==> config.mk <==
export PLATFORM = sky130hd
export DESIGN_NAME = cple_dev_flat
export DESIGN_NICKNAME = d
export VERILOG_FILES = /design/src/core/cple_pkg.sv /design/src/core/cple_link_if.sv /design/src/core/cple_lane_gate.sv /design/src/core/cple_dev.sv /design/src/flat_wrapper.sv
export SDC_FILE = /design/constraint.sdc
export NUM_CORES = 1
export LEC_CHECK = 0
export ABC_AREA = 1
export BUFFER_PORTS_ARGS = -buffer_cell sky130_fd_sc_hd__buf_2
export CAP_MARGIN = 20
export CORE_ASPECT_RATIO = 0.7
export CORE_MARGIN = 1
export CORE_UTILIZATION = 51
export DETAILED_ROUTE_END_ITERATION = 10
export PLACE_DENSITY = 0.8
export SLEW_MARGIN = 0
export SYNTH_ARGS = -nofsm -noshare
export SYNTH_HDL_FRONTEND = slang
export SYNTH_HIERARCHICAL = 1
export SYNTH_SLANG_ARGS = --single-unit
export TNS_END_PERCENT = 20
==> constraint.sdc <==
create_clock -name i_clk -period 1.6 [get_ports i_clk]
set_input_delay 0.24 -clock i_clk [delete_from_list [all_inputs] [get_ports i_clk]]
set_output_delay 0.24 -clock i_clk [all_outputs]
set_load 0.01 [all_outputs]
==> src/core/cple_pkg.sv <==
// Constants and state types shared by both ends of the channel power-down
// and extra-lane control link. Assumes one 25 MHz clock feeds both ends.
//
// Behaviour
// - B power-down also downs bound digital channels
// - A power-down also downs bound digital channels
// - Host clears transmit enable before power-down changes
// - Both channels down goes through global mode
// - Both down: whole link, PLL, multiframe off
// - Single channel down keeps link A running
// - Host sets calibration offset one when needed
// - Extra bits 7..1 enable lane clocks 1..7
// - Serializer bit: clocks only, or serializers too
// - Host changes extra lanes only while disabled
// - Extra lanes follow current mode and pattern
// - Extra-only lanes send ramp for pattern 0/5
// - Extra lanes never override link power-down
// - Serializer n needs all lower lanes enabled
// - Status shows link up and PLL lock
`default_nettype none

package cple_pkg;

    // ************************************************************
    // Device register map
    // ************************************************************
    localparam int CPLE_AW = 12;
    localparam logic [11:0] CPLE_ADDR_OPMODE = 12'h002;
    localparam logic [11:0] CPLE_ADDR_CALCFG = 12'h061;
    localparam logic [11:0] CPLE_ADDR_LINKCTL = 12'h200;
    localparam logic [11:0] CPLE_ADDR_STATUS = 12'h208;
    localparam logic [11:0] CPLE_ADDR_PD = 12'h209;
    localparam logic [11:0] CPLE_ADDR_EXTRA = 12'h20A;

    // ************************************************************
    // Field positions and codes
    // ************************************************************
    localparam int CPLE_PD_A_BIT = 0;
    localparam int CPLE_PD_B_BIT = 1;
    localparam int CPLE_EXTRA_SER_BIT = 0;
    localparam int CPLE_LINK_EN_BIT = 0;
    localparam int CPLE_GPD_BIT = 0;
    localparam int CPLE_CAL_OFS_BIT = 0;
    localparam int CPLE_CAL_FG_BIT = 1;
    localparam int CPLE_ST_PLL_BIT = 2;
    localparam int CPLE_ST_LINK_BIT = 6;
    localparam logic [3:0] CPLE_PAT_NONE = 4'h0;
    localparam logic [3:0] CPLE_PAT_RAMP = 4'h4;
    localparam logic [3:0] CPLE_PAT_ALT = 4'h5;
    localparam int CPLE_LANES = 8;
    localparam int CPLE_DIGS = 4;

    // ************************************************************
    // Host command port map
    // ************************************************************
    localparam logic [3:0] CPLE_H_CTRL = 4'h0;
    localparam logic [3:0] CPLE_H_PDREQ = 4'h1;
    localparam logic [3:0] CPLE_H_EXTRA = 4'h2;
    localparam logic [3:0] CPLE_H_STATUS = 4'h3;
    localparam logic [3:0] CPLE_H_GO = 4'h4;
    localparam int CPLE_HC_LINK_BIT = 0;
    localparam int CPLE_HC_FG_BIT = 1;

    typedef logic [7:0][3:0] cple_pat_t;

    typedef struct packed {
        logic [1:0] pd;
        logic [7:0] extra;
        logic link_en;
        logic gpd;
        logic cal_ofs;
        logic cal_fg;
        logic [7:0] rdata;
        logic [7:0] clk_en;
        logic [7:0] ser_en;
        cple_pat_t pat;
        logic pd_a;
        logic pd_b;
        logic [3:0] dig_pd;
        logic pll_en;
        logic mf_en;
        logic link_up;
        logic [4:0] link_mode_select;
    } cple_dev_st_t;

    localparam cple_dev_st_t CPLE_DEV_RST = '0;

    typedef enum logic [8:0] {
        CPLE_S_IDLE = 9'h001,
        CPLE_S_DIS = 9'h002,
        CPLE_S_PD = 9'h004,
        CPLE_S_MODE = 9'h008,
        CPLE_S_EXTRA = 9'h010,
        CPLE_S_CAL = 9'h020,
        CPLE_S_EN = 9'h040,
        CPLE_S_RDST = 9'h080,
        CPLE_S_CAPT = 9'h100
    } cple_state_t;

    typedef struct packed {
        cple_state_t state;
        logic [7:0] ctrl;
        logic [1:0] pdreq;
        logic [7:0] extra;
        logic [7:0] dev_status;
        logic [7:0] rdata;
        logic [11:0] addr;
        logic [7:0] wdata;
        logic wr;
        logic rd;
    } cple_host_st_t;

    localparam cple_host_st_t CPLE_HOST_RST = '{state: CPLE_S_IDLE, default: '0};

endpackage

`default_nettype wire

==> src/core/cple_link_if.sv <==
// Register link between the controller and the power/lane control block.
// Assumes both ends share i_clk; the controller is the only master.
`timescale 1ns/100ps
`default_nettype none

interface cple_link_if;
    logic [11:0] addr;
    logic [7:0] wdata;
    logic wr;
    logic rd;
    logic [7:0] rdata;

    modport dev (input addr, input wdata, input wr, input rd, output rdata);
    modport host (output addr, output wdata, output wr, output rd, input rdata);
endinterface

`default_nettype wire

==> src/core/cple_lane_gate.sv <==
// Per-lane clock, serializer and pattern decisions for link A.
// Purely combinational; the caller registers every result.
`timescale 1ns/100ps
`default_nettype none

module cple_lane_gate
    import cple_pkg::*;
(
    input wire logic i_link_on,
    input wire logic i_tx_en,
    input wire logic [7:0] i_mode_mask,
    input wire logic [7:0] i_extra,
    input wire logic [3:0] i_pattern,
    output logic [7:0] o_clk_en,
    output logic [7:0] o_ser_en,
    output cple_pat_t o_pat
);
    logic [8:0] lower_ok;
    logic [7:0] want_ser;
    logic [7:0] extra_lane;
    logic extra_ser;

    // Bit 0 is the serializer mode, so lane 0 is only ever a mode lane
    assign extra_lane = {i_extra[7:1], 1'b0};
    assign extra_ser = i_extra[CPLE_EXTRA_SER_BIT];
    assign lower_ok[0] = 1'b1;

    genvar n;
    generate
        for (n = 0; n < CPLE_LANES; n++) begin : g_lane
            logic req;
            logic extra_only;
            // A downed link keeps every lane dark
            assign req = i_link_on & (i_mode_mask[n] | extra_lane[n]);
            assign o_clk_en[n] = req;
            assign want_ser[n] = req & (i_mode_mask[n] | extra_ser);
            // The serializer clock is chained lane to lane
            assign lower_ok[n + 1] = lower_ok[n] & want_ser[n];
            assign o_ser_en[n] = i_tx_en & want_ser[n] & lower_ok[n];
            assign extra_only = extra_lane[n] & ~i_mode_mask[n];
            always_comb begin
                if (extra_only &&
                    (i_pattern == CPLE_PAT_NONE || i_pattern == CPLE_PAT_ALT)) begin
                    o_pat[n] = CPLE_PAT_RAMP;
                end else begin
                    o_pat[n] = i_pattern;
                end
            end
        end
    endgenerate
endmodule // cple_lane_gate

`default_nettype wire

==> src/core/cple_dev.sv <==
// Device end: channel power-down and link A extra lane control.
// Registers sit behind the link interface; mode lane mask, pattern
// select, channel binding and PLL lock come from the link subsystem.
//
// The implementer's own choice: the address-and-strobe port.
`timescale 1ns/100ps
`default_nettype none

module cple_dev
    import cple_pkg::*;
(
    input wire logic i_clk,
    input wire logic i_rst_b,
    cple_link_if.dev bus,
    input wire logic [4:0] i_link_mode_select,
    input wire logic [3:0] i_link_test_pattern_select,
    input wire logic [7:0] i_mode_lane_mask,
    input wire logic [3:0] i_digital_channel_binding,
    input wire logic i_pll_locked,
    input wire logic i_link_sync,
    output logic o_power_down_a_converter,
    output logic o_power_down_b_converter,
    output logic [3:0] o_dig_pd,
    output logic o_pll_en,
    output logic o_mfclk_en,
    output logic o_link_transmit_enable,
    output logic [4:0] o_lane_mode_select,
    output logic [7:0] o_lane_clk_en,
    output logic [7:0] o_ser_en,
    output cple_pat_t o_lane_pattern,
    output logic o_cal_offset_setting,
    output logic o_foreground_cal,
    output logic o_link_up,
    output logic o_pll_locked
);
    import cple_pkg::*;

    cple_dev_st_t st_reg;
    cple_dev_st_t st_next;

    logic pd_a_eff;
    logic pd_b_eff;
    logic sub_down;
    logic [7:0] gate_clk;
    logic [7:0] gate_ser;
    cple_pat_t gate_pat;
    logic [7:0] status_byte;
    logic [3:0] dig_pd_want;

    // ************************************************************
    // Power-down decode
    // ************************************************************
    // The global mode bit is the legal way to down both channels; the
    // same effect is kept if software sets both bits anyway.
    assign pd_a_eff = st_reg.pd[CPLE_PD_A_BIT] | st_reg.gpd;
    assign pd_b_eff = st_reg.pd[CPLE_PD_B_BIT] | st_reg.gpd;
    // Only both channels down takes the link away; one alone leaves
    // link A alive with the other slots undefined.
    assign sub_down = pd_a_eff & pd_b_eff;

    // ************************************************************
    // Digital channel binding
    // ************************************************************
    // Each digital channel follows the converter it is bound to
    genvar d;
    generate
        for (d = 0; d < CPLE_DIGS; d++) begin : g_dig
            assign dig_pd_want[d] = i_digital_channel_binding[d] ?
                                    pd_b_eff : pd_a_eff;
        end
    endgenerate

    // ************************************************************
    // Lane gating
    // ************************************************************
    cple_lane_gate u_gate (
        .i_link_on(~sub_down),
        .i_tx_en(st_reg.link_en),
        .i_mode_mask(i_mode_lane_mask),
        .i_extra(st_reg.extra),
        .i_pattern(i_link_test_pattern_select),
        .o_clk_en(gate_clk),
        .o_ser_en(gate_ser),
        .o_pat(gate_pat)
    );

    // ************************************************************
    // Status byte
    // ************************************************************
    always_comb begin
        // Reserved bits read as zero
        status_byte = 8'h00;
        status_byte[CPLE_ST_LINK_BIT] = st_reg.link_up;
        status_byte[CPLE_ST_PLL_BIT] = st_reg.pll_en & i_pll_locked;
    end

    // ************************************************************
    // Next state
    // ************************************************************
    always_comb begin
        st_next = st_reg;
        st_next.rdata = 8'h00;

        // ************************************************************
        // Register writes
        // ************************************************************
        if (bus.wr) begin
            case (bus.addr)
                CPLE_ADDR_PD: begin
                    // Upper bits are not stored
                    st_next.pd = bus.wdata[1:0];
                end
                CPLE_ADDR_EXTRA: begin
                    st_next.extra = bus.wdata;
                end
                CPLE_ADDR_LINKCTL: begin
                    st_next.link_en = bus.wdata[CPLE_LINK_EN_BIT];
                end
                CPLE_ADDR_OPMODE: begin
                    st_next.gpd = bus.wdata[CPLE_GPD_BIT];
                end
                CPLE_ADDR_CALCFG: begin
                    st_next.cal_ofs = bus.wdata[CPLE_CAL_OFS_BIT];
                    st_next.cal_fg = bus.wdata[CPLE_CAL_FG_BIT];
                end
                default: begin
                end
            endcase
        end

        // ************************************************************
        // Register reads
        // ************************************************************
        // Unmapped addresses read as zero
        if (bus.rd) begin
            case (bus.addr)
                CPLE_ADDR_PD: begin
                    st_next.rdata = {6'h00, st_reg.pd};
                end
                CPLE_ADDR_EXTRA: begin
                    st_next.rdata = st_reg.extra;
                end
                CPLE_ADDR_LINKCTL: begin
                    st_next.rdata[CPLE_LINK_EN_BIT] = st_reg.link_en;
                end
                CPLE_ADDR_OPMODE: begin
                    st_next.rdata[CPLE_GPD_BIT] = st_reg.gpd;
                end
                CPLE_ADDR_CALCFG: begin
                    st_next.rdata[CPLE_CAL_OFS_BIT] = st_reg.cal_ofs;
                    st_next.rdata[CPLE_CAL_FG_BIT] = st_reg.cal_fg;
                end
                CPLE_ADDR_STATUS: begin
                    st_next.rdata = status_byte;
                end
                default: begin
                end
            endcase
        end

        // ************************************************************
        // Derived outputs
        // ************************************************************
        // Outputs follow the stored settings one cycle later; the host
        // only changes them with the link disabled, so the lag is safe.
        st_next.pd_a = pd_a_eff;
        st_next.pd_b = pd_b_eff;
        st_next.dig_pd = dig_pd_want;
        st_next.pll_en = ~sub_down;
        st_next.mf_en = ~sub_down;
        st_next.clk_en = gate_clk;
        st_next.ser_en = gate_ser;
        st_next.pat = gate_pat;
        st_next.link_mode_select = i_link_mode_select;
        st_next.link_up = st_reg.link_en & ~sub_down & i_pll_locked & i_link_sync;
    end

    // ************************************************************
    // State register
    // ************************************************************
    always_ff @(posedge i_clk or negedge i_rst_b) begin
        if (!i_rst_b) begin
            st_reg <= CPLE_DEV_RST;
        end else begin
            st_reg <= st_next;
        end
    end

    // ************************************************************
    // Outputs
    // ************************************************************
    assign bus.rdata = st_reg.rdata;
    assign o_power_down_a_converter = st_reg.pd_a;
    assign o_power_down_b_converter = st_reg.pd_b;
    assign o_dig_pd = st_reg.dig_pd;
    assign o_pll_en = st_reg.pll_en;
    assign o_mfclk_en = st_reg.mf_en;
    assign o_link_transmit_enable = st_reg.link_en;
    assign o_lane_mode_select = st_reg.link_mode_select;
    assign o_lane_clk_en = st_reg.clk_en;
    assign o_ser_en = st_reg.ser_en;
    assign o_lane_pattern = st_reg.pat;
    assign o_cal_offset_setting = st_reg.cal_ofs;
    assign o_foreground_cal = st_reg.cal_fg;
    assign o_link_up = st_reg.link_up;
    // Lock is meaningless while the PLL is held down
    assign o_pll_locked = st_reg.pll_en & i_pll_locked;

endmodule // cple_dev

`default_nettype wire

==> src/flat_wrapper.sv <==
// flat-port wrapper written by rule: the top's interface ports become plain ports
module cple_dev_flat import cple_pkg::*;
  (i_clk, i_rst_b, i_link_mode_select, i_link_test_pattern_select, i_mode_lane_mask, i_digital_channel_binding, i_pll_locked, i_link_sync, o_power_down_a_converter, o_power_down_b_converter, o_dig_pd, o_pll_en, o_mfclk_en, o_link_transmit_enable, o_lane_mode_select, o_lane_clk_en, o_ser_en, o_lane_pattern, o_cal_offset_setting, o_foreground_cal, o_link_up, o_pll_locked, bus_addr, bus_wdata, bus_wr, bus_rd, bus_rdata);
  cple_link_if bus_i ();
  input wire logic i_clk;
  input wire logic i_rst_b;
  input wire logic [4:0] i_link_mode_select;
  input wire logic [3:0] i_link_test_pattern_select;
  input wire logic [7:0] i_mode_lane_mask;
  input wire logic [3:0] i_digital_channel_binding;
  input wire logic i_pll_locked;
  input wire logic i_link_sync;
  output logic o_power_down_a_converter;
  output logic o_power_down_b_converter;
  output logic [3:0] o_dig_pd;
  output logic o_pll_en;
  output logic o_mfclk_en;
  output logic o_link_transmit_enable;
  output logic [4:0] o_lane_mode_select;
  output logic [7:0] o_lane_clk_en;
  output logic [7:0] o_ser_en;
  output cple_pat_t o_lane_pattern;
  output logic o_cal_offset_setting;
  output logic o_foreground_cal;
  output logic o_link_up;
  output logic o_pll_locked;
  input wire logic [$bits(bus_i.addr)-1:0] bus_addr;
  input wire logic [$bits(bus_i.wdata)-1:0] bus_wdata;
  input wire logic [$bits(bus_i.wr)-1:0] bus_wr;
  input wire logic [$bits(bus_i.rd)-1:0] bus_rd;
  output wire logic [$bits(bus_i.rdata)-1:0] bus_rdata;
  assign bus_i.addr = bus_addr;
  assign bus_i.wdata = bus_wdata;
  assign bus_i.wr = bus_wr;
  assign bus_i.rd = bus_rd;
  assign bus_rdata = bus_i.rdata;
  cple_dev u_core (.i_clk(i_clk), .i_rst_b(i_rst_b), .bus(bus_i), .i_link_mode_select(i_link_mode_select), .i_link_test_pattern_select(i_link_test_pattern_select), .i_mode_lane_mask(i_mode_lane_mask), .i_digital_channel_binding(i_digital_channel_binding), .i_pll_locked(i_pll_locked), .i_link_sync(i_link_sync), .o_power_down_a_converter(o_power_down_a_converter), .o_power_down_b_converter(o_power_down_b_converter), .o_dig_pd(o_dig_pd), .o_pll_en(o_pll_en), .o_mfclk_en(o_mfclk_en), .o_link_transmit_enable(o_link_transmit_enable), .o_lane_mode_select(o_lane_mode_select), .o_lane_clk_en(o_lane_clk_en), .o_ser_en(o_ser_en), .o_lane_pattern(o_lane_pattern), .o_cal_offset_setting(o_cal_offset_setting), .o_foreground_cal(o_foreground_cal), .o_link_up(o_link_up), .o_pll_locked(o_pll_locked));
endmodule
-- Word-level counts from Yosys, hierarchy flattened
Index checks and enable logic that the tools add are counted.
- bitwise operators: 74
- muxes and demuxes: 15
- eq/ne operators: 7
- reduce and logical (&&, ||, !) cells: 14
- operators with widths (operator ; count):
    $and 1x1->1 ; 49
    $eq 12x10->1 const B ; 4
    $mux 4 ; 7
    $or 1x1->1 ; 17
    $eq 12x2->1 const B ; 1
    $eq 12x7->1 const B ; 1
    $pmux 6 s2 ; 1
    $reduce_and 2->1 ; 5
    $mux 8 ; 1
    $not 1->1 ; 8
    $logic_and 1x1->1 ; 7
    $pmux 1 s5 ; 1
    $eq 4x3->1 const B ; 1
    $logic_not 4->1 ; 1
    $mux 1 ; 4
    $pmux 1 s3 ; 1
    $logic_or 1x1->1 ; 1
- input bits: 47
- word-level logic and storage cells: 133
- register bits: 83
- output and inout port bits: 74

-- Longest topological paths before layout
Gate-level depths: netlist of run 1.
- depth after elaboration: 12
- mapped depth: 10
- gate-level depth less buffers: 10

-- Modules after synthesis
Netlist of run 1, hierarchy kept.
- by module, submodules not included (module ; instances ; seq. area each (µm²) ; cells an instance ; area an instance (µm²)):
    cple_dev ; 1 ; 2077.0 ; 283 ; 3190.6
    cple_lane_gate ; 1 ; 0.0 ; 110 ; 586.8

-- Worst setup path before layout of run 1
OpenSTA, ideal clock, no wires.
- kind: register to register
- from: reg u_core/st_reg[72] in the netlist's numbering
- to: reg u_core.st_reg (netlist bit u_core/o_ser_en[5])
- data required time: 1520 ps
- buffers on the path: 0
- clock period less this slack: 1409 ps
- arrival time: 1328 ps
- library setup time: 80 ps
- setup slack: 191 ps
- stages on the path, launching flop included: 8
- cell sequence: dfrtp_1 > nor2_1 > nor2_1 > inv_1 > nand2_2 > nor3_1 > nand3_1 > nor3_2
- RTL lines (element ; line ; RTL):
    start, declared ; cple_dev.sv:38 ; cple_dev_st_t st_reg;
    start signal, assigned ; cple_dev.sv:185 ; st_reg <= st_next;

==> results of run 1 <==
## final cells by class
class	count	area (µm²)
clock buffer	9	124
clock inverter	7	101
fill	628	2800
inverter	42	159
multi-input combinational	173	833
sequential	83	2080
tap	94	118
timing repair buffer	133	728
## final timing paths
kind	startpoint	endpoint	slack [ps]	cells past startpoint
max	u_core/st_reg[72]	u_core/o_ser_en[7]	100	9
min	i_link_test_pattern_select[2]	u_core/o_lane_pattern[2]	20	1
max reg2reg	u_core/st_reg[72]	u_core/o_ser_en[7]	100	9
min reg2reg	u_core/o_cal_offset_setting	u_core/o_cal_offset_setting	550	2
max in group asynchronous	i_rst_b	u_core/o_ser_en[0]	730	3
min in group asynchronous	i_rst_b	u_core/o_lane_clk_en[1]	340	2
## layout by cell type, fill, tap and decap left out, drive strengths merged, types with 6 or more instances in the layout
| cell | netlist | final |
|---|---|---|
| nand2 | 46 | 46 |
| dlygate4sd3 | 7 | 6 |
| nor2 | 62 | 62 |
| a21oi | 7 | 7 |
| a31oi | 7 | 7 |
| nand3 | 23 | 23 |
| clkbuf | 4 | 9 |
| dfrtp | 83 | 83 |
| buf | 84 | 127 |
| inv | 41 | 42 |
| o21ai | 20 | 20 |
## cells by family (layout without fill, tap and decap cells)
group	Yosys count	count (layout)
AND/OR/NAND/NOR	138	138
buffers and inverters	137	191
flip-flops	83	83
AO/OA/AOI/OAI	35	35
## Yosys cell counts (all sizes together)
master       instances  area (µm²)
nor3                 5        30.0
nor2                62         253
nand2               46         185
buf                 84         628
nand3               23         135
clkinv               1        5.00
inv                 41         154
o211ai               1        7.51
dfrtp               83        2080
a31oi                7        43.8
dlygate4sd3          7        70.1
o21ai               20         108
nand4                1        6.26
clkbuf               4        15.0
nor4                 1        6.26
a21oi                7        53.8
## routing by layer
layer,global-route usage,share of wire,wire length (µm)
met2,0.312,0.46,3230
met5,0,0,0
met4,0.0798,0.020,138
met1,0.248,0.45,3170
met3,0.0526,0.069,482
## report_power, final
part / leakage, nW / internal [W] / switching (W)
sequential: 1.01 / 0.00215 / 0.0000162
clock: 0.111 / 0.000891 / 0.000760
combinational: 1.11 / 0.000130 / 0.000197
## per-stage QoR
stage | power [W] | cells
floorplan | 0.00243 | 393
global placement | 0.00252 | 518
detailed placement | 0.00253 | 518
CTS | 0.00419 | 540
global route | 0.00433 | 541
finish | 0.00415 | 541
## worst max-delay path: stages (launching register included)
cell and delay [ps]:
sky130_fd_sc_hd__dfrtp_1 450, sky130_fd_sc_hd__nor2_2 160, sky130_fd_sc_hd__nor2_1 80, sky130_fd_sc_hd__inv_2 110, sky130_fd_sc_hd__o21ai_1 100, sky130_fd_sc_hd__nor2_1 160, sky130_fd_sc_hd__nand2_1 110, sky130_fd_sc_hd__nor2_1 100
sky130_fd_sc_hd__nand2_1 70, sky130_fd_sc_hd__nor2_1 110
## repair_timing
action	in CTS	in global routing
endpoints found under the setup margin	0	6
hold buffers	6	0
setup buffers	0	1
resized for setup	0	3
endpoints found under the hold margin	29	0
==> impl_metrics.tcl, run 1 <==
set metrics [dict create \
    outcome "completed" \
    gr-usage-all-layers 0.191 \
    yosys_warnings 6 \
    finalCoreUtilization 0.596 \
    std_cell_rows 25 \
    timing.critical_path.arrival_ps 1770 \
    synth_area_per_cell_um2 9.61 \
    yosys_register_bits 83 \
    antenna_found_initial 0 \
    total_wirelength_um 7020 \
    whs_ps 17.4 \
    initial_utilization 0.544 \
    clk_path_buf_depth 2 \
    setup_viol 0 \
    cell_at_the_root_of_the_clock_tree "sky130_fd_sc_hd__clkbuf_8" \
    synthToLayoutAreaGrowth_pct 9.61 \
    syn_inst 393 \
    violation_count_after_the_first_detailed_routing_iteration 120 \
    skew_ps 7.49 \
    power_density_nw_per_um2 1000 \
    cts-htree-levels 3 \
    insertedDiodeCount 0 \
    die_width_um 105 \
    largest_register_ffs 32 \
    finalWorstPathRequiredPeriod_ps 1500 \
    timing.critical_path.required_ps 1870 \
    cts_inserted_buffers 9 \
    port_buffers 120 \
    num_vias 2567 \
    core_area_um2 6940 \
    fraction_of_the_yosys_area_taken_by_sequential_cells 0.550 \
    fin_nets 489 \
    place.gp.congestion 0.851 \
    tritoncts "done" \
    power_leakage_nw 2.23 \
    route.antenna.remaining_nets 0 \
    route.detailed.drc 0 \
    dp_worst_setup_slack_ps 98.0 \
    final-max-slew-violation-count 0 \
    crit_type "reg2reg" \
    timing_worst_slew_pin_value_ps 349 \
    timing.setup.tns_ps 0 \
    worst-path-max-fanout 7 \
    finalHoldViolations 0 \
    hold_path.class "in2reg" \
    dpl-instance-area_um2 3840 \
    clock_sinks 83 \
    post_synthesis_compound_gate_area_fraction 0.0563 \
    ioPinCount 121 \
    synthAdderAreaFrac 0 \
    timing.final.ws_setup_ps 102 \
    layout-drive-gt1-share 0.376 \
    grt-ovfl-total 0 \
    period_share 0.936 \
    worst_slew_margin_rel 0.767 \
    clkTransAtPathRegs_ps 80 \
    drt-pass1-iter-count 7 \
    synth.area.mux_share 0 \
    grt_start_max_net_pins 46 \
    wl_per_cell_um 13.0 \
    first_global_vias 2358 \
    detail_route.vias_per_cell 4.74 \
    insertion_delay_ps 350 \
    max_freq_mhz 668 \
    fp.dieH_um 74.0 \
    finish.instance_area_um2 4140 \
    yosys.area_share.xor_xnor 0 \
    die-area_um2 7760 \
    synth.net_count 440 \
    setup.worst_path.start_class "register" \
    yosys.area_share.simple 0.163 \
    synth_cell_type_count 28 \
    max-vdd-ir-drop_mv 0.548 \
    critical_path.endpoint_type "register" \
    grt_first_pass_wirelength_um 11100 \
    post_synth_instance_area_um2 3780 \
    synth_top_family_by_area "buffers and inverters" \
    cap_viol_max_count 0 \
    place.detailed.hpwl_um 5320 \
]
No activity file was read; power rests on OpenSTA's default activity.
==> run 2: changes to the inputs <==
Settings changed: CORE_UTILIZATION 51 to 46, PLACE_DENSITY 0.8 to 0.76.
Clock period 1.6 ns to 1.24 ns, I/O delays scaled along.
==> impl_metrics.tcl, run 2 (synthesis results as in run 1) <==
set metrics [dict create \
    timing.critical_path.arrival_ps 1690 \
    route.antenna.remaining_nets 0 \
    power.clock.fraction 0.449 \
    worst_slew_margin_rel 0.738 \
    rrSetupSlack_ps -180 \
    grt_setup_unrepaired "yes" \
    gr-usage-all-layers 0.187 \
    power_density_nw_per_um2 1330 \
    setup_viol 7 \
    route.detailed.drc 0 \
    multi_input_gate_area_in_the_final_layout_um2 906 \
    p_sw_w 0.00138 \
    dp_worst_setup_slack_ps -114 \
    num_vias 2579 \
    clk_path_buf_depth 2 \
    tritoncts "done" \
    layout.filler_cells 705 \
    timing.rr.start "u_core/st_reg[72]" \
    initial_utilization 0.478 \
    finalHoldViolations 0 \
    port_buffers 120 \
    antenna_found_initial 0 \
    insertedDiodeCount 0 \
    cap_viol_max_count 0 \
    grt_first_pass_wirelength_um 12000 \
    die_width_um 110 \
    combinationalPowerShare 0.080 \
    period_share 1.14 \
    place.gp.congestion 0.847 \
    power_leakage_nw 2.38 \
    setup.worst_path.start_class "register" \
    grt_start_max_net_pins 31 \
    synthToLayoutAreaGrowth_pct 18.3 \
    critical_path.endpoint_type "register" \
    outcome "finished with violations" \
    core_area_um2 7910 \
    commonest_non_fill_non_tap_cell_in_the_layout "sky130_fd_sc_hd__buf_2" \
    post-place-cells 540 \
    detail_route.vias_per_cell 4.55 \
    final-max-slew-violation-count 0 \
    clock_sinks 83 \
    grt-ovfl-total 0 \
    layout-drive-gt1-share 0.423 \
    insertion_delay_ps 330 \
    cts-htree-levels 3 \
    fp.dieH_um 77.8 \
    die-area_um2 8580 \
    power.share.switching 0.233 \
    first_global_vias 2584 \
    timing.critical_path.required_ps 1510 \
    cell_at_the_root_of_the_clock_tree "sky130_fd_sc_hd__clkbuf_16" \
    largest_register_ffs 32 \
    ioPinCount 121 \
    clkTransAtPathRegs_ps 60 \
    drt-pass1-iter-count 4 \
    hold_path.class "in2reg" \
    violations "setup timing" \
    ff_latch_area_um2 2080 \
    finalWorstPathRequiredPeriod_ps 1420 \
    instances_no_fill 567 \
    seqPwrFrac 0.472 \
    critPathLaunch "u_core/st_reg[72]" \
    whs_ps 49.9 \
    timing_worst_slew_pin_value_ps 393 \
    max-vdd-ir-drop_mv 0.752 \
    place.detailed.hpwl_um 5660 \
    max_freq_mhz 705 \
    worst_reg_to_reg_cells 9 \
    cts_inserted_buffers 9 \
    violation_count_after_the_first_detailed_routing_iteration 134 \
    fin_nets 508 \
    internal-power_w 0.00456 \
    crit_type "reg2reg" \
    total_wirelength_um 7550 \
    skew_ps 3.69 \
    wl_per_cell_um 13.3 \
    worstSetupEndpoint "u_core/o_ser_en[7]" \
    layout.cells.most_common_list "sky130_fd_sc_hd__buf_2 (119), sky130_fd_sc_hd__dfrtp_1 (83), sky130_fd_sc_hd__nor2_1 (52)" \
    timing.final.ws_setup_ps -178 \
    worst-path-max-fanout 7 \
    reg_to_reg_endpoint "u_core/o_ser_en[7]" \
    std_cell_rows 27 \
]
[run 2: cell types whose count changed in the layout (fill, tap and decap cells not counted), sizes merged]
cell,before,now
buf,127,144
clkinv,4,2
dlygate4sd3,6,8
bufinv,2,1
clkbuf,9,10
clkinvlp,1,2
inv,42,43
[run 2: cell type report]
type,instances,area share
multi-input combinational,173,0.203
inverter,42,0.0361
clock buffer,10,0.0512
sequential,83,0.465
timing repair buffer,152,0.200
clock inverter,6,0.0165
tap,101,0.0283
[run 2: per-stage QoR]
step	TNS, ps	power, W	util	instance area (µm²)
3_3_place_gp	-266	0.00329	0.505	3990
3_5_place_dp	-829	0.00330	0.505	3990
5_1_grt	-1710	0.00621	0.565	4470
4_1_cts	-645	0.00599	0.556	4390
2_1_floorplan	-17.2	0.00314	-	3790
6_report	-794	0.00595	0.565	4470
[run 2: worst max-delay path, stage by stage (launching register included)]
cell                      delay (ps)
sky130_fd_sc_hd__dfrtp_1         420
sky130_fd_sc_hd__nor2_2          180
sky130_fd_sc_hd__nor2_2           80
sky130_fd_sc_hd__inv_4           110
sky130_fd_sc_hd__o21ai_2          80
sky130_fd_sc_hd__nor2_2          160
sky130_fd_sc_hd__nand2_1          90
sky130_fd_sc_hd__nor2_1           90
sky130_fd_sc_hd__nand2_1          70
sky130_fd_sc_hd__nor2_1           80
[run 2: worst min-delay path by stage]
stage	startpoint	endpoint	slack, ps	depth (start not counted)
after floorplan	i_rst_b	u_core/bus.rdata[0]	-110	0
after global placement	i_rst_b	u_core/o_lane_pattern[11]	130	1
after detailed placement	i_rst_b	u_core/o_lane_pattern[7]	140	1
after CTS	i_digital_channel_binding[0]	u_core/o_dig_pd[0]	50	2
after global routing	i_link_test_pattern_select[1]	u_core/o_lane_pattern[25]	40	1
final	i_digital_channel_binding[0]	u_core/o_dig_pd[0]	50	2
[run 2: power groups by stage]
stage          sequential, W  combinational [W]  clock (W)
2_1_floorplan        0.00285           0.000291          0
5_1_grt              0.00281           0.000528    0.00287
6_report             0.00281           0.000473    0.00267
3_5_place_dp         0.00286           0.000440          0
4_1_cts              0.00281           0.000464    0.00272
3_3_place_gp         0.00285           0.000431          0
[run 2: per-layer routing]
| layer | GRT usage | vias up | wire length [µm] |
|---|---|---|---|
| met5 | 0 | - | 0 |
| met4 | 0.0724 | 0 | 193 |
| met3 | 0.0689 | 19 | 600 |
| met2 | 0.289 | 105 | 3400 |
| met1 | 0.237 | 1186 | 3360 |
| li1 | - | 1269 | - |
[run 2: what timing repair did]
action / in CTS / in global routing
pin swaps: 1 / 6
setup endpoints to repair: 7 / 21
resized for setup: 2 / 16
hold endpoints to repair: 34 / 0
hold buffers: 8 / 0
setup buffers: 0 / 4
==> run 3: changes to the inputs <==
Settings changed: CORE_MARGIN 1 to 2.
==> impl_metrics.tcl, run 3 (synthesis results as in run 1) <==
set metrics [dict create \
    commonest_non_fill_non_tap_cell_in_the_layout "sky130_fd_sc_hd__buf_2" \
    gr-usage-all-layers 0.172 \
    initial_utilization 0.478 \
    wl_per_cell_um 13.5 \
    die-area_um2 8960 \
    insertedDiodeCount 0 \
    num_vias 2559 \
    timing.critical_path.required_ps 1500 \
    timing.setup.tns_ps -627 \
    grt_setup_unrepaired "yes" \
    critical_path.endpoint_type "register" \
    timing.critical_path.arrival_ps 1630 \
    outcome "finished with violations" \
    first_global_vias 2485 \
    power_leakage_nw 2.33 \
    route.detailed.drc 0 \
    finalCoreUtilization 0.553 \
    antenna_found_initial 0 \
    route.antenna.remaining_nets 0 \
    layout.filler_cells 715 \
    tritoncts "done" \
    finalWorstPathRequiredPeriod_ps 1370 \
    violation_count_after_the_first_detailed_routing_iteration 173 \
    drt-pass1-iter-count 4 \
    fin_nets 501 \
    fp.dieH_um 79.8 \
    total_wirelength_um 7580 \
    die_width_um 112 \
    grt-ovfl-total 0 \
    worst_slew_margin_rel 0.759 \
    skew_ps 6.52 \
    setup.worst_path.start_class "register" \
    cts_inserted_buffers 9 \
    final-max-slew-violation-count 0 \
    timing_worst_slew_pin_value_ps 361 \
    synthToLayoutAreaGrowth_pct 15.6 \
    worst-path-max-fanout 7 \
    power_density_nw_per_um2 1320 \
    largest_register_ffs 32 \
    cts-htree-levels 3 \
    detail_route.vias_per_cell 4.57 \
    grt_start_max_net_pins 49 \
    clkTransAtPathRegs_ps 60 \
    place.gp.congestion 0.816 \
    insertion_delay_ps 330 \
    ioPinCount 121 \
    violations "setup timing" \
    max_freq_mhz 730 \
    hold_path.class "in2reg" \
    port_buffers 120 \
    std_cell_rows 27 \
    core_area_um2 7910 \
    layout-drive-gt1-share 0.416 \
    place.detailed.hpwl_um 5690 \
    setup_viol 7 \
    cap_viol_max_count 0 \
    layout.cells.most_common_list "sky130_fd_sc_hd__buf_2 (119), sky130_fd_sc_hd__dfrtp_1 (83), sky130_fd_sc_hd__nor2_1 (52)" \
    grt_first_pass_wirelength_um 11800 \
    cell_at_the_root_of_the_clock_tree "sky130_fd_sc_hd__clkbuf_16" \
    clock_sinks 83 \
    clk_path_buf_depth 2 \
    whs_ps 16.6 \
    crit_type "reg2reg" \
    period_share 1.10 \
    timing.final.ws_setup_ps -130 \
    rrSetupSlack_ps -130 \
    max-vdd-ir-drop_mv 0.620 \
    finalHoldViolations 0 \
]
-- run 3: cell types whose count changed in the layout (fill, tap and decap cells not counted), sizes merged --
cell / before / now
buf: 144 / 138
dlygate4sd3: 8 / 7
bufinv: 1 / 0
inv: 43 / 45
clkbuf: 10 / 9
-- run 3: cell type report --
| class | instances | area, µm² | area share |
|---|---|---|---|
| sequential | 83 | 2080 | 0.476 |
| multi-input combinational | 173 | 893 | 0.205 |
| timing repair buffer | 145 | 825 | 0.189 |
| clock buffer | 9 | 225 | 0.0516 |
| inverter | 42 | 161 | 0.0370 |
| tap | 101 | 126 | 0.0289 |
| clock inverter | 7 | 60.1 | 0.0137 |
-- run 3: report_power, final --
| part | internal, W | switching (W) | leakage [nW] |
|---|---|---|---|
| clock | 0.00139 | 0.00109 | 0.136 |
| combinational | 0.000188 | 0.000271 | 1.18 |
| sequential | 0.00278 | 0.0000209 | 1.01 |
-- run 3: stage by stage --
stage          cells  power, W  setup slack (ps)  instance area, µm²
2_1_floorplan    393   0.00314             -10.8                3790
3_3_place_gp     537   0.00328             -67.9                3960
3_5_place_dp     537   0.00329              -131                3960
4_1_cts          560   0.00580              -147                4320
5_1_grt          560   0.00600              -223                4370
6_report         560   0.00575              -130                4370
-- run 3: final timing paths --
path / startpoint / to / cells past startpoint
setup / recovery: u_core/st_reg[72] / u_core/o_ser_en[7] / 9
hold / removal: i_link_test_pattern_select[0] / u_core/o_lane_pattern[0] / 1
setup reg to reg: u_core/st_reg[72] / u_core/o_ser_en[7] / 9
hold reg to reg: u_core/o_link_up / u_core/bus.rdata[6] / 2
max in group asynchronous: i_rst_b / u_core/st_reg[75] / 3
min in group asynchronous: i_rst_b / u_core/o_lane_pattern[27] / 2
-- run 3: repair_timing --
item,4_1_cts,5_1_grt
resized for setup,1,14
pin swaps,0,1
setup buffers,0,0
hold endpoints to repair,37,0
hold buffers,7,0
setup endpoints to repair,7,21
-- run 3: worst max-delay path, cell delays in order (launching register included) --
cell and delay, ps:
sky130_fd_sc_hd__dfrtp_1 430, sky130_fd_sc_hd__nor2_2 130, sky130_fd_sc_hd__nor2_2 70, sky130_fd_sc_hd__inv_4 110, sky130_fd_sc_hd__nand2_4 80, sky130_fd_sc_hd__nor2_1 120, sky130_fd_sc_hd__o21ai_0 100, sky130_fd_sc_hd__nor2_1 110
sky130_fd_sc_hd__nand2_1 70, sky130_fd_sc_hd__nor2_1 80
-- run 3: metal layers --
metal,global-route usage,part of all wire
met5,0,0
met4,0.0427,0.0080
met3,0.0592,0.081
met2,0.277,0.46
met1,0.225,0.45
